File: config.mk
export PLATFORM = sky130hd
export DESIGN_NAME = byte_slave_port
export DESIGN_NICKNAME = d
export VERILOG_FILES = /design/src/pkg/pslave_pkg.sv /design/src/rtl/byte_slave_port.sv
export SDC_FILE = /design/constraint.sdc
export NUM_CORES = 1
export LEC_CHECK = 0
export BUFFER_PORTS_ARGS = -buffer_cell sky130_fd_sc_hd__clkbuf_2
export CAP_MARGIN = 20
export CORE_MARGIN = 8
export CORE_UTILIZATION = 40
export DETAILED_ROUTE_END_ITERATION = 8
export PLACE_DENSITY = 0.69
export RECOVER_POWER = 25
export SYNTH_ARGS = -nofsm -noshare
export SYNTH_HDL_FRONTEND = slang
export SYNTH_SLANG_ARGS = --single-unit
File: constraint.sdc
create_clock -name clock_in -period 1.6 [get_ports clock_in]
set_clock_uncertainty 0.2 [all_clocks]
set_input_delay 0.32 -clock clock_in [delete_from_list [all_inputs] [get_ports clock_in]]
set_output_delay 0.32 -clock clock_in [all_outputs]
set_load 0.02 [all_outputs]
File: src/pkg/pslave_pkg.sv
// package for the byte-wide slave port: bit positions, reset values, phase codes
// assumes a single 25 MHz clock and a synchronous active-low reset
//
// Functional notes
// - divide the clock by four into four phases; one cycle spans all four
// - slave enable bit 4 of direction register makes data pins a slave port
// - in slave mode pin 0 is read strobe, pin 1 write, pin 2 chip select
// - two latches at one address: firmware writes output, reads input latch
// - in slave mode the data direction register is ignored
// - external write begins with chip select and write strobe both low
// - strobe release sets input full flag in phase four after next phase two
// - write completion sets interrupt flag in the same phase four
// - input full flag clears only on a firmware read of the input latch or with slave mode disabled
// - write while previous byte unread sets the input overflow flag
// - external read start clears the output full flag at once
// - read strobe release sets interrupt flag in phase four after next phase two
// - output full stays clear until firmware writes the output latch
// - slave mode disabled forces input full and output full flags clear
// - leaving slave mode keeps overflow flag; firmware must clear it
// - interrupt flag stays until firmware clears; enable bit gates interrupt
package pslave_pkg;
   localparam int DATA_W = 8;
   // bit positions inside the port E direction register
   localparam int IN_FULL_BIT = 7;
   localparam int OUT_FULL_BIT = 6;
   localparam int IN_OVF_BIT = 5;
   localparam int MODE_BIT = 4;
   // bit positions inside the flag and enable registers
   localparam int IRQ_BIT = 7;
   localparam logic [1:0] PHASE_ONE = 2'h0;
   localparam logic [1:0] PHASE_TWO = 2'h1;
   localparam logic [1:0] PHASE_THREE = 2'h2;
   localparam logic [1:0] PHASE_FOUR = 2'h3;
   localparam logic [1:0] PHASE_RST = 2'h0;
   localparam logic [7:0] LATCH_RST = 8'h00;
   typedef enum logic [1:0] {DONE_IDLE, DONE_WAIT_P2, DONE_WAIT_P4} done_t;
endpackage

File: src/rtl/byte_slave_port.sv
// byte-wide slave port: an external processor writes the input latch and reads
// the output latch using chip select, read and write strobes (active low)
// assumes strobes arrive asynchronously; firmware side is on clock_in
`timescale 1ns/1ps
module byte_slave_port
   import pslave_pkg::*;
(
   // clock and reset
   input wire logic clock_in,
   input wire logic resetn_in,
   // firmware control and access
   input wire logic slave_port_enable_in,
   input wire logic [7:0] fw_wdata_in,
   input wire logic fw_write_in,
   input wire logic fw_read_in,
   input wire logic fw_clr_overflow_in,
   input wire logic fw_clr_irq_in,
   input wire logic slave_port_irq_enable_in,
   output logic [7:0] fw_rdata_out,
   // port e strobe pins
   input wire logic read_strobe_n_in,
   input wire logic write_strobe_n_in,
   input wire logic chip_select_n_in,
   // data pins, split three ways
   input wire logic [7:0] data_pins_in,
   output logic [7:0] data_pins_out,
   output logic [7:0] data_pins_oe_out,
   // status
   output logic [1:0] phase_out,
   output logic input_full_flag_out,
   output logic output_full_flag_out,
   output logic input_overflow_flag_out,
   output logic slave_port_irq_flag_out,
   output logic irq_out
);
   logic [1:0] phase_r;
   logic [2:0] strb_meta_r, strb_sync_r;
   logic [7:0] data_meta_r, data_sync_r;
   logic wr_act_r, rd_act_r;
   logic [7:0] in_latch_r, out_latch_r;
   logic in_full_r, out_full_r, in_ovf_r, irqf_r;
   done_t wdone_r, rdone_r;
   logic wr_low, rd_low, wr_set, rd_set;
   // phase divider, free running
   always_ff @(posedge clock_in) begin
      if (!resetn_in) phase_r <= PHASE_RST;
      else phase_r <= phase_r + 2'h1;
   end
   // two-stage synchronisers on every pin input
   always_ff @(posedge clock_in) begin
      if (!resetn_in) begin
         strb_meta_r <= 3'h7;
         strb_sync_r <= 3'h7;
         data_meta_r <= LATCH_RST;
         data_sync_r <= LATCH_RST;
      end else begin
         strb_meta_r <= {chip_select_n_in, write_strobe_n_in, read_strobe_n_in};
         strb_sync_r <= strb_meta_r;
         data_meta_r <= data_pins_in;
         data_sync_r <= data_meta_r;
      end
   end
   assign wr_low = slave_port_enable_in && !strb_sync_r[2] && !strb_sync_r[1];
   assign rd_low = slave_port_enable_in && !strb_sync_r[2] && !strb_sync_r[0];
   // access tracking; input latch follows pins while write is held low
   always_ff @(posedge clock_in) begin
      if (!resetn_in) begin
         wr_act_r <= 1'b0;
         rd_act_r <= 1'b0;
         in_latch_r <= LATCH_RST;
      end else begin
         wr_act_r <= wr_low;
         rd_act_r <= rd_low;
         if (wr_low) in_latch_r <= data_sync_r;
      end
   end
   // completion sequencers: wait for next phase two, then act on phase four
   always_ff @(posedge clock_in) begin
      if (!resetn_in) begin
         wdone_r <= DONE_IDLE;
         rdone_r <= DONE_IDLE;
      end else begin
         case (wdone_r)
            DONE_IDLE: if (wr_act_r && !wr_low) wdone_r <= DONE_WAIT_P2;
            DONE_WAIT_P2: if (phase_r == PHASE_TWO) wdone_r <= DONE_WAIT_P4;
            DONE_WAIT_P4: if (phase_r == PHASE_FOUR) wdone_r <= DONE_IDLE;
            default: wdone_r <= DONE_IDLE;
         endcase
         case (rdone_r)
            DONE_IDLE: if (rd_act_r && !rd_low) rdone_r <= DONE_WAIT_P2;
            DONE_WAIT_P2: if (phase_r == PHASE_TWO) rdone_r <= DONE_WAIT_P4;
            DONE_WAIT_P4: if (phase_r == PHASE_FOUR) rdone_r <= DONE_IDLE;
            default: rdone_r <= DONE_IDLE;
         endcase
      end
   end
   assign wr_set = (wdone_r == DONE_WAIT_P4) && (phase_r == PHASE_FOUR);
   assign rd_set = (rdone_r == DONE_WAIT_P4) && (phase_r == PHASE_FOUR);
   // input full and overflow; set wins over a same-cycle firmware clear
   always_ff @(posedge clock_in) begin
      if (!resetn_in) begin
         in_full_r <= 1'b0;
         in_ovf_r <= 1'b0;
      end else begin
         if (!slave_port_enable_in) in_full_r <= 1'b0;
         else if (wr_set) in_full_r <= 1'b1;
         else if (fw_read_in) in_full_r <= 1'b0;
         if (wr_set && in_full_r && !fw_read_in) in_ovf_r <= 1'b1;
         else if (fw_clr_overflow_in) in_ovf_r <= 1'b0;
      end
   end
   // output latch and output full; external read start clears at once
   always_ff @(posedge clock_in) begin
      if (!resetn_in) begin
         out_latch_r <= LATCH_RST;
         out_full_r <= 1'b0;
      end else begin
         if (fw_write_in) out_latch_r <= fw_wdata_in;
         if (!slave_port_enable_in) out_full_r <= 1'b0;
         else if (rd_low && !rd_act_r) out_full_r <= 1'b0;
         else if (fw_write_in) out_full_r <= 1'b1;
      end
   end
   // interrupt flag, sticky until firmware clears; set wins
   always_ff @(posedge clock_in) begin
      if (!resetn_in) irqf_r <= 1'b0;
      else if (wr_set || rd_set) irqf_r <= 1'b1;
      else if (fw_clr_irq_in) irqf_r <= 1'b0;
   end
   // firmware read data from a flop: input latch
   always_ff @(posedge clock_in) begin
      if (!resetn_in) fw_rdata_out <= LATCH_RST;
      else fw_rdata_out <= in_latch_r;
   end
   // drive is raw pins so the bus sees data without sync lag; direction reg unused
   assign data_pins_oe_out = {DATA_W{slave_port_enable_in && !chip_select_n_in
                                      && !read_strobe_n_in}};
   assign data_pins_out = out_latch_r;
   assign phase_out = phase_r;
   assign input_full_flag_out = in_full_r;
   assign output_full_flag_out = out_full_r;
   assign input_overflow_flag_out = in_ovf_r;
   assign slave_port_irq_flag_out = irqf_r;
   assign irq_out = irqf_r && slave_port_irq_enable_in;
endmodule

After elaboration in Yosys (flattened, before gate mapping)
Cells that the tools add are included.

storage, ports and cells
  bits in registers = 58
  input port bits = 27
  output and inout bits = 31
  word-level logic and storage cells = 75

operators by class
  add/subtract/negate cells = 1
  equal/unequal tests = 12
  muxes and demuxes = 12
  bitwise operators = 2
  reduce and logical (&&, ||, !) cells = 32

operators by type and width
  cell                                                              number
  1-bit logical AND                                                 13
  2-bit inequality test (second input constant)                     6
  2-bit case mux with 3 select lines                                2
  1-bit zero test                                                   9
  2-bit two-way mux                                                 4
  2-bit by 1-bit == test with 1-bit output (second input constant)  3
  2-bit == test (second input constant)                             3
  1-bit two-way mux                                                 6
  3-bit AND reduction                                               2
  2-bit nonzero test                                                3
  2-bit zero test                                                   2
  3-bit OR reduction                                                1
  2-bit by 1-bit adder with 2-bit output (second input constant)    1
  1-bit inverter                                                    2
  2-bit AND reduction                                               1
  1-bit logical OR                                                  1

Longest topological paths before layout
Gate-level depths: netlist of the first run.

  depth in word-level cells = 7
  depth in mapped cells = 4
  mapped depth without buffers = 4

Worst setup path after synthesis of the first run
No wires, ideal clock.

  kind = input to output
  start = input chip_select_n_in
  end = output data_pins_oe_out[1]
  arrival = 1.509 ns
  data required time = 1.080 ns
  slack = -0.429 ns
  stages on the path = 2
  buffers on the path = 1
  cell sequence = nor3b_1 buf_4

on the way
  cells in the longest elaborated chain, start to end = 3

ends and longest elaborated chain
  what               RTL line                text
  start, declared    byte_slave_port.sv:23   input wire logic chip_select_n_in,
  1-bit zero test    byte_slave_port.sv:136  assign data_pins_oe_out = {DATA_W{slave_port_enable_in && !chip_select_n_in
  1-bit logical AND  byte_slave_port.sv:136
  1-bit logical AND  byte_slave_port.sv:137  && !read_strobe_n_in}};
  end, declared      byte_slave_port.sv:27   output logic [7:0] data_pins_oe_out,

No other way between the ends.

Final worst setup path of the first run
  start = register irqf_r (netlist: slave_port_irq_flag_out)
  end = output irq_out

on the way
  cells in the longest elaborated chain, start to end = 1

ends and longest elaborated chain
  what                    RTL line                text
  start, declared         byte_slave_port.sv:41   logic in_full_r, out_full_r, in_ovf_r, irqf_r;
  start signal, assigned  byte_slave_port.sv:126  if (!resetn_in) irqf_r <= 1'b0;
  start signal, assigned  byte_slave_port.sv:127  else if (wr_set || rd_set) irqf_r <= 1'b1;
  start signal, assigned  byte_slave_port.sv:128  else if (fw_clr_irq_in) irqf_r <= 1'b0;
  1-bit logical AND       byte_slave_port.sv:144  assign irq_out = irqf_r && slave_port_irq_enable_in;
  end, declared           byte_slave_port.sv:34   output logic irq_out

No other way between the ends.

==> flow_summary.toml, run 1 <==
[timing]
maxSlewHeadroom = 0.6320
period_share = 0.9316
hold_viol = 0
max_slew.worst_pin.slew_ns = 0.5521
setup_tns_ns = 0
finalSetupViolCount = 0
postLayoutSetupSlackWorst_ns = 0.1094
period_needed_ns = 1.491
fmax_mhz = 670.9
slew_violations = 0
rsz0062_at_grt = "no"
holdWs_ns = 0.02985

[global_route]
antenna_found_initial = 0
globalRouteMet3Util = 0.04826
grt_pass1_vias = 1272
use_met1 = 0.09480
grt_usage = 0.1019
grt_max_degree = 15
busiest_layer = "met2"
gr-total-overflow = 0
grt_pass1_wl_um = 5575
grt.met2_usage = 0.1689

[place]
routabilityCongestion = 0.6879
port_buffers = 57
post-place-ws_ns = 0.05515
dp_hpwl_um = 2494

[power]
leakagePower_nw = 1.237
pwr-share-seq = 0.466
combPwrFrac = 0.061
power.internal_mw = 2.588
switching_share = 0.2010
p_per_area_nw_per_um2 = 1291
ir_drop_uv = 634.6
clockPowerShare = 0.473
power_switching_uw = 651.0

[route]
drcViolationCount = 0
vias_per_cell = 4.492
dr.pass1.iters = 4
ant_nets = 0
initialDrtViolationCount = 49
finalWirelength_um = 3426
vias = 1334
wire_per_inst_um = 11.54

[worst_setup_path]
crit_family = "flip-flops"
cp-startpoint = "slave_port_irq_flag_out$_SDFFE_PN0P_"
crit_slowest_cell = "dfxtp_1"
cp.depth = 2
arrival_ns = 0.97
reg2reg_depth = 3
path_cells = "and2_1, clkbuf_2"
end_kind = "output pin"
rr_startpoint = "phase_out[0]$_SDFF_PN0_"
worst_r2r_endpoint = "rdone_r[1]$_SDFFE_PN0P_"
cp-endpoint = "irq_out"
ff2ff_setup_slack_ns = 0.13
cp_slowest_stage_delay_ns = 0.35
path_class = "reg -> out"
cp_num_buf_inv = 1
cp_max_fo = 3
start_kind = "flop"
critPathRequiredTime_ns = 1.08

[synthesis]
avgSynthCellArea_um2 = 11.04
synth_async_sr_flop_share = 0
synth.top_cell.area_share = 0.6113
synthCells = 172
synth_top_flop_cell = "dfxtp_1"
syn_nets = 201
synth.area.top_cells = "dfxtp_1 (61%), and2_1 (5.9%), mux2i_1 (4.2%)"
ys_warn_count = 0
syn_area_um2 = 1899
synth_edf_count = 0
yosysUniqueCellTypes = 26
ys_seq_area_frac = 0.6113
synth_area_leader_cell = "dfxtp_1"
ys_ff_latch = 58

[clock_network]
cts_tree = "yes"
clockBufferDepth = 2
postCtsSetupRepairBufs = 0
clock-root-buffer = "clkbuf_8"
ctsResizeCount = 0
cts.reportedPaths.clkPinSlew_ns = 0.06
clock_latency_ns = 0.33
clock-sinks = 58
htree_levels = 3
ctsHoldBuffers = 9
cts_buffers = 9

[die]
pin_count = 58
die_area_um2 = 7209
fp.dieW_um = 84.91
num_rows = 25
start_util = 0.4075
die_height_um = 84.91
core-area_um2 = 4661

[final_layout]
fin_util = 0.5383
regArea_um2 = 1161
nets = 267
nFillCells = 420
n_antenna_cell = 0
area_growth_pct = 32.08
multi_input_comb_area_um2 = 604.3
drive_gt1_frac = 0.3128

[hold_path]
hp-class = "in -> reg"

[run_status]
outcome = "complete, no violations"

[run]
maxCapViolCount = 0
-- power by group through the flow --
stage / Clock, mW / Sequential [mW] / Combinational [mW]
floorplan: 0 / 1.56 / 0.0996
finish: 1.53 / 1.51 / 0.198
CTS: 1.58 / 1.51 / 0.206
detailed placement: 0 / 1.54 / 0.188
global placement: 0 / 1.54 / 0.187
global route: 1.66 / 1.51 / 0.220
-- flip-flops by register name, summed over array words and instances, names as in the netlist --
signal / flops
wr_act_r: 1
strb_sync_r: 3
data_pins_out: 8
input_overflow_flag_out: 1
wdone_r: 2
slave_port_irq_flag_out: 1
rd_act_r: 1
phase_out: 2
input_full_flag_out: 1
rdone_r: 2
strb_meta_r: 3
data_meta_r: 8
fw_rdata_out: 8
in_latch_r: 8
data_sync_r: 8
output_full_flag_out: 1
-- layout by cell type, fill, tap and decap left out --
cell type | Yosys | routed
inv_1 | 12 | 12
nor4bb_1 | 2 | 2
clkbuf_1 | 3 | 4
nand4bb_1 | 2 | 2
ha_1 | 2 | 2
nand2_1 | 9 | 9
clkinvlp_4 | 0 | 1
and2_1 | 18 | 18
or3b_2 | 2 | 2
buf_4 | 9 | 1
nor3b_4 | 0 | 1
clkinv_2 | 0 | 1
a21oi_1 | 3 | 3
o41ai_1 | 1 | 1
o31ai_1 | 1 | 1
dfxtp_1 | 58 | 58
nand2b_1 | 9 | 9
a211oi_1 | 1 | 1
nor3b_1 | 2 | 1
a2bb2oi_1 | 8 | 8
bufinv_16 | 0 | 2
a21o_1 | 1 | 1
dlygate4sd3_1 | 0 | 9
clkbuf_8 | 0 | 12
nand3b_1 | 5 | 5
mux2i_1 | 8 | 8
nor2_1 | 11 | 11
a31oi_1 | 1 | 1
or3b_1 | 1 | 1
clkbuf_2 | 1 | 56
-- stage by stage --
step | cell area, µm² | instances | total power, mW
final | 2509 | 297 | 3.239
after global routing | 2509 | 297 | 3.396
after CTS | 2521 | 297 | 3.297
after detailed placement | 2193 | 272 | 1.728
after global placement | 2193 | 272 | 1.724
after floorplan | 1911 | 172 | 1.659
-- area by class of cell --
| class | instances | share of cell area |
|---|---|---|
| repair buffers | 70 | 0.1566 |
| multi-input cells | 87 | 0.2409 |
| clock buffers | 12 | 0.06584 |
| flip-flops and latches | 58 | 0.4628 |
| well taps | 54 | 0.02693 |
| inverters | 12 | 0.01796 |
| clock inverters | 4 | 0.02893 |
-- how the worst min path moves through the flow --
stage / start / end / slack, ns / cells after the start
4_1_cts: fw_wdata_in[4] / data_pins_out[4]$_SDFFE_PN0P_ / 0.01 / 3
6_report: fw_wdata_in[4] / data_pins_out[4]$_SDFFE_PN0P_ / 0.03 / 3
2_1_floorplan: strb_meta_r[0]$_SDFF_PN1_ / strb_sync_r[0]$_SDFF_PN1_ / 0.19 / 1
3_5_place_dp: strb_meta_r[1]$_SDFF_PN1_ / strb_sync_r[1]$_SDFF_PN1_ / 0.19 / 1
5_1_grt: chip_select_n_in / strb_meta_r[2]$_SDFF_PN1_ / 0.04 / 2
3_3_place_gp: strb_meta_r[1]$_SDFF_PN1_ / strb_sync_r[1]$_SDFF_PN1_ / 0.20 / 1
-- per-layer routing --
metal	routed length, µm	vias up
met5	0	-
met4	105	0
met3	203	9
met2	1751	35
met1	1365	606
li1	-	684
-- logic make-up after synthesis --
logic type | synth area share
and+or+nand+nor | 0.1924
muxes | 0.04216
DFF | 0.6113
adders and majority gates | 0.01317
buffers and inverters | 0.07641
AOI/OAI and AO/OA | 0.06457
-- worst min-delay path: stages --
cell and delay, ns:
clkbuf_2 0.07, mux2i_1 0.05, nor2_1 0.07
-- Yosys cell counts (2+ instances only) --
master,n
a21oi_1,3
a2bb2oi_1,8
and2_1,18
buf_4,9
clkbuf_1,3
dfxtp_1,58
ha_1,2
inv_1,12
mux2i_1,8
nand2_1,9
nand2b_1,9
nand3b_1,5
nand4bb_1,2
nor2_1,11
nor3b_1,2
nor4bb_1,2
or3b_2,2
Power figures use the tool's default switching activity.
==> run 2: changes to the inputs <==
Settings changed: BUFFER_PORTS_ARGS -buffer_cell sky130_fd_sc_hd__clkbuf_2 to -buffer_cell sky130_fd_sc_hd__buf_2, CTS_BUF_LIST set to sky130_fd_sc_hd__clkbuf_16.
==> run 2 against run 1 <==
Net effect: total power rose by 18%; combinational power barely moved; setup slack improved by 0.030 ns; sequential share of layout area fell by 1.3 points; non-clock buffer count fell by 4; die area did not move; cell area rose by 2.9%; clock power rose by 37%; hold slack got worse by 0.013 ns; first-iteration DRC count rose by 43%.
==> flow_summary.toml, run 2 (synthesized netlist as in run 1, its figures left out) <==
[run_status]
outcome = "complete, no violations"

[worst_setup_path]
worst_r2r_endpoint = "rdone_r[1]$_SDFFE_PN0P_"
cp_slowest_stage_delay_ns = 0.28
critPathRequiredTime_ns = 1.08
start_kind = "input port"
path_cells = "buf_2, nor3b_4, buf_2"
arrival_ns = 0.94
worst_path_most_repeated_cell = "buf_2"
cp-endpoint = "data_pins_oe_out[7]"
rr_startpoint = "phase_out[0]$_SDFF_PN0_"
crit_slowest_cell = "nor3b_4"
ff2ff_setup_slack_ns = 0.14
cp_max_fo = 8
reg2reg_depth = 3
end_kind = "output pin"
cp-startpoint = "slave_port_enable_in"
path_class = "in -> out"

[global_route]
grt_usage = 0.1078
grt_pass1_vias = 1258
gr-total-overflow = 0
grt_pass1_wl_um = 5899
antenna_found_initial = 0
grt_max_degree = 30

[clock_network]
clock-sinks = 58
clock-root-buffer = "clkbuf_16"
ctsResizeCount = 0
postCtsSetupRepairBufs = 0
cts_tree = "yes"
cts_buffers = 9
ctsHoldBuffers = 7
htree_levels = 3
clock_latency_ns = 0.32
cts.reportedPaths.clkPinSlew_ns = 0.05
clockBufferDepth = 2

[place]
port_buffers = 57
routabilityCongestion = 0.6826
place_area_um2 = 2178
dp_hpwl_um = 2477

[timing]
period_needed_ns = 1.461
period_share = 0.9131
fmax_mhz = 684.5
max_slew.worst_pin.slew_ns = 0.4201
setup_tns_ns = 0
hold_viol = 0
rsz0062_at_grt = "no"
slew_violations = 0
finalSetupViolCount = 0
maxSlewHeadroom = 0.7183

[final_layout]
finalInstanceArea_um2 = 2581
nFillCells = 388
nets = 263
layout_common_cells = "dfxtp_1 (58), buf_2 (56), and2_1 (17)"
final_common_cell = "dfxtp_1"
n_antenna_cell = 0
area_growth_pct = 35.90
fin_util = 0.5538
drive_gt1_frac = 0.3180

[run]
maxCapViolCount = 0

[die]
fp.dieW_um = 84.91
die_area_um2 = 7209
core-area_um2 = 4661
num_rows = 25
pin_count = 58
start_util = 0.4075
die_height_um = 84.91

[route]
vias_per_cell = 4.495
dr.pass1.iters = 4
finalWirelength_um = 3623
initialDrtViolationCount = 70
ant_nets = 0
vias = 1317
wire_per_inst_um = 12.37
drcViolationCount = 0

[power]
power_mw = 3.812
p_per_area_nw_per_um2 = 1477
ir_drop_uv = 708.8
leakagePower_nw = 1.298

[hold_path]
hp-class = "in -> reg"
==> run 2: routing by layer <==
| layer | wire length (µm) | GRT usage |
|---|---|---|
| met1 | 1482 | 0.1050 |
| met2 | 1827 | 0.1747 |
| met3 | 229 | 0.05695 |
| met4 | 84 | 0.07282 |
| met5 | 0 | 0 |
==> run 2: how the worst min path moves through the flow <==
stage                                    startpoint  cells past startpoint                        end
after floorplan           strb_meta_r[0]$_SDFF_PN1_                      1  strb_sync_r[0]$_SDFF_PN1_
after global placement    strb_meta_r[0]$_SDFF_PN1_                      1  strb_sync_r[0]$_SDFF_PN1_
after detailed placement  strb_meta_r[2]$_SDFF_PN1_                      1  strb_sync_r[2]$_SDFF_PN1_
after CTS                           data_pins_in[1]                      2  data_meta_r[1]$_SDFF_PN0_
after global routing                data_pins_in[1]                      2  data_meta_r[1]$_SDFF_PN0_
final                               data_pins_in[1]                      2  data_meta_r[1]$_SDFF_PN0_
==> run 2: power breakdown <==
part / leakage (nW) / switching (mW) / internal [mW] / total [mW]
Clock: 0.170 / 0.603 / 1.50 / 2.10
Combinational: 0.653 / 0.102 / 0.0941 / 0.197
Sequential: 0.475 / 0.0168 / 1.49 / 1.51
==> run 2: area by class of cell <==
class / instances / area, µm² / area share
Clock buffer: 9 / 225.2 / 0.08725
Sequential cell: 58 / 1161 / 0.4498
Tap cell: 54 / 67.56 / 0.02618
Inverter: 12 / 45.04 / 0.01745
Multi-Input combinational cell: 87 / 604.3 / 0.2341
Clock inverter: 7 / 108.9 / 0.04217
Timing Repair Buffer: 66 / 369.1 / 0.1430
==> run 2: through the flow <==
stage          setup slack [ns]  hold slack (ns)  cells
2_1_floorplan            0.1314           0.1863    172
3_3_place_gp             0.1326           0.1902    270
3_5_place_dp             0.1105           0.1940    270
4_1_cts                  0.1315          0.01185    293
5_1_grt                 0.06415         0.006230    293
6_report                 0.1390          0.01684    293
==> run 2: worst max-delay path, delay by kind of cell <==
kind          cells  cell delay, ns
simple gates      1            0.28
buf+inv           2            0.34
==> run 3: changes to the inputs <==
Settings changed: ABC_AREA set to 1, CTS_CLUSTER_DIAMETER set to 40.
==> run 3 against run 2 <==
Net effect: setup slack got worse by 0.024 ns; cell count rose by 19%; hold slack improved by 0.016 ns; cell area rose by 3.8%.
==> flow_summary.toml, run 3 <==
[worst_setup_path]
path_class = "in -> out"
critPathRequiredTime_ns = 1.08
ff2ff_setup_slack_ns = 0.36
rr_startpoint = "phase_out[1]$_SDFF_PN0_"
crit_slowest_cell = "buf_2"
cp_max_fo = 8
end_kind = "output pin"
arrival_ns = 0.97
cp_num_buf_inv = 3
crit_family = "buffers and inverters"
path_cells = "buf_2, inv_1, nor3_4, buf_2"
start_kind = "input port"
cp_slowest_stage_delay_ns = 0.22
worst_path_most_repeated_cell = "buf_2"
cp-startpoint = "slave_port_enable_in"

[synthesis]
synth_edf_count = 0
synth.area.top_cells = "dfxtp_1 (60%), inv_1 (8.1%), nor2_1 (6.8%)"
synth.most_common_cell = "dfxtp_1"
synth_top_flop_cell = "dfxtp_1"
ys_seq_area_frac = 0.5987
synth.top_cell.area_share = 0.5987
synthCells = 225
syn_area_um2 = 1939
ys_top_cells_by_count = "dfxtp_1 (58), inv_1 (42), nor2_1 (35)"
synth_async_sr_flop_share = 0
avgSynthCellArea_um2 = 8.619
synth_area_leader_cell = "dfxtp_1"
ys_warn_count = 0
syn_nets = 254
yosysUniqueCellTypes = 18
ys_ff_latch = 58

[hold_path]
min-delay-start = "fw_wdata_in[5]"
hp-class = "in -> reg"

[place]
routabilityCongestion = 0.7231
dp.cells = 324
post-place-ws_ns = 0.1065
dp_hpwl_um = 2578
place_area_um2 = 2226
port_buffers = 57

[power]
power_mw = 4.137
ir_drop_uv = 1010
p_per_area_nw_per_um2 = 1544
leakagePower_nw = 1.493

[timing]
finalSetupViolCount = 0
period_needed_ns = 1.485
slew_violations = 0
postLayoutSetupSlackWorst_ns = 0.1150
max_slew.worst_pin.slew_ns = 0.6247
holdWs_ns = 0.03301
rsz0062_at_grt = "no"
period_share = 0.9281
fmax_mhz = 673.4
setup_tns_ns = 0
hold_viol = 0
maxSlewHeadroom = 0.5835

[global_route]
antenna_found_initial = 0
gr-total-overflow = 0
grt_usage = 0.1102
grt_pass1_wl_um = 6265
grt_max_degree = 33
grt_pass1_vias = 1433

[route]
dr.pass1.iters = 4
vias = 1462
finalWirelength_um = 3790
wire_per_inst_um = 10.89
ant_nets = 0
drcViolationCount = 0
vias_per_cell = 4.201
initialDrtViolationCount = 131

[die]
pin_count = 58
start_util = 0.4133
num_rows = 25
fp.dieW_um = 85.63
core-area_um2 = 4692
die_height_um = 85.63
die_area_um2 = 7333

[clock_network]
ctsResizeCount = 0
postCtsSetupRepairBufs = 0
clock-root-buffer = "clkbuf_16"
clockBufferDepth = 2
cts_tree = "yes"
htree_levels = 3
clock_latency_ns = 0.31
cts.reportedPaths.clkPinSlew_ns = 0.05
clock-sinks = 58
cts_buffers = 9

[final_layout]
final_cells = 348
nets = 319
area_growth_pct = 38.13
layout_common_cells = "dfxtp_1 (58), buf_2 (56), inv_1 (43)"
nFillCells = 421
drive_gt1_frac = 0.2653
fin_util = 0.5709
finalInstanceArea_um2 = 2679
n_antenna_cell = 0
final_common_cell = "dfxtp_1"

[run_status]
outcome = "complete, no violations"

[run]
maxCapViolCount = 0
-- run 3: cell types whose count changed in the layout (fill, tap and decap cells not counted), sizes merged, moves of 10 or more --
cell and delta:
inv +31, nor2 +24, nand2 +22, and2 -18
nand3 +11, a21oi +10
-- run 3: area by class of cell --
cell class                      count  area [µm²]  share of cell area
Clock buffer                        9       225.2             0.08407
Tap cell                           54       67.56             0.02522
Clock inverter                      6       153.9             0.05745
Inverter                           44       165.2             0.06165
Sequential cell                    58        1161              0.4334
Timing Repair Buffer               67       379.1              0.1415
Multi-Input combinational cell    110       526.8              0.1966
-- run 3: worst paths after layout --
kind / to / cells past startpoint
setup / recovery: data_pins_oe_out[5] / 4
setup reg to reg: rdone_r[0]$_SDFFE_PN0P_ / 7
hold reg to reg: data_sync_r[1]$_SDFF_PN0_ / 2
hold / removal: data_pins_out[5]$_SDFFE_PN0P_ / 3
-- run 3: worst min-delay path, stage by stage --
cell and delay, ns:
buf_2 0.07, nor2_1 0.03, nor2_1 0.08
-- run 3: what timing repair did --
action | 4_1_cts | 5_1_grt
hold endpoints to repair | 9 | 0
hold buffers | 9 | 0
setup endpoints to repair | 0 | 0
-- run 3: routing by layer --
layer,up-vias,GRT usage,wire length (µm)
li1,792,-,-
met1,622,0.1083,1647
met2,43,0.1763,1706
met3,5,0.05826,348
met4,0,0.07643,87
met5,-,0,0
-- run 3: cells by family after synthesis --
| group | after synthesis | share of synthesized area |
|---|---|---|
| AOI/OAI and AO/OA | 22 | 0.05807 |
| adders and majority gates | 2 | 0.01290 |
| and+or+nand+nor | 86 | 0.1948 |
| buffers and inverters | 57 | 0.1355 |
| DFF | 58 | 0.5987 |
-- run 3: power breakdown --
part,internal [mW],leakage [nW],switching [mW],total (mW)
logic,0.0836,0.834,0.120,0.203
registers,1.50,0.475,0.0175,1.51
clock network,1.82,0.183,0.602,2.42
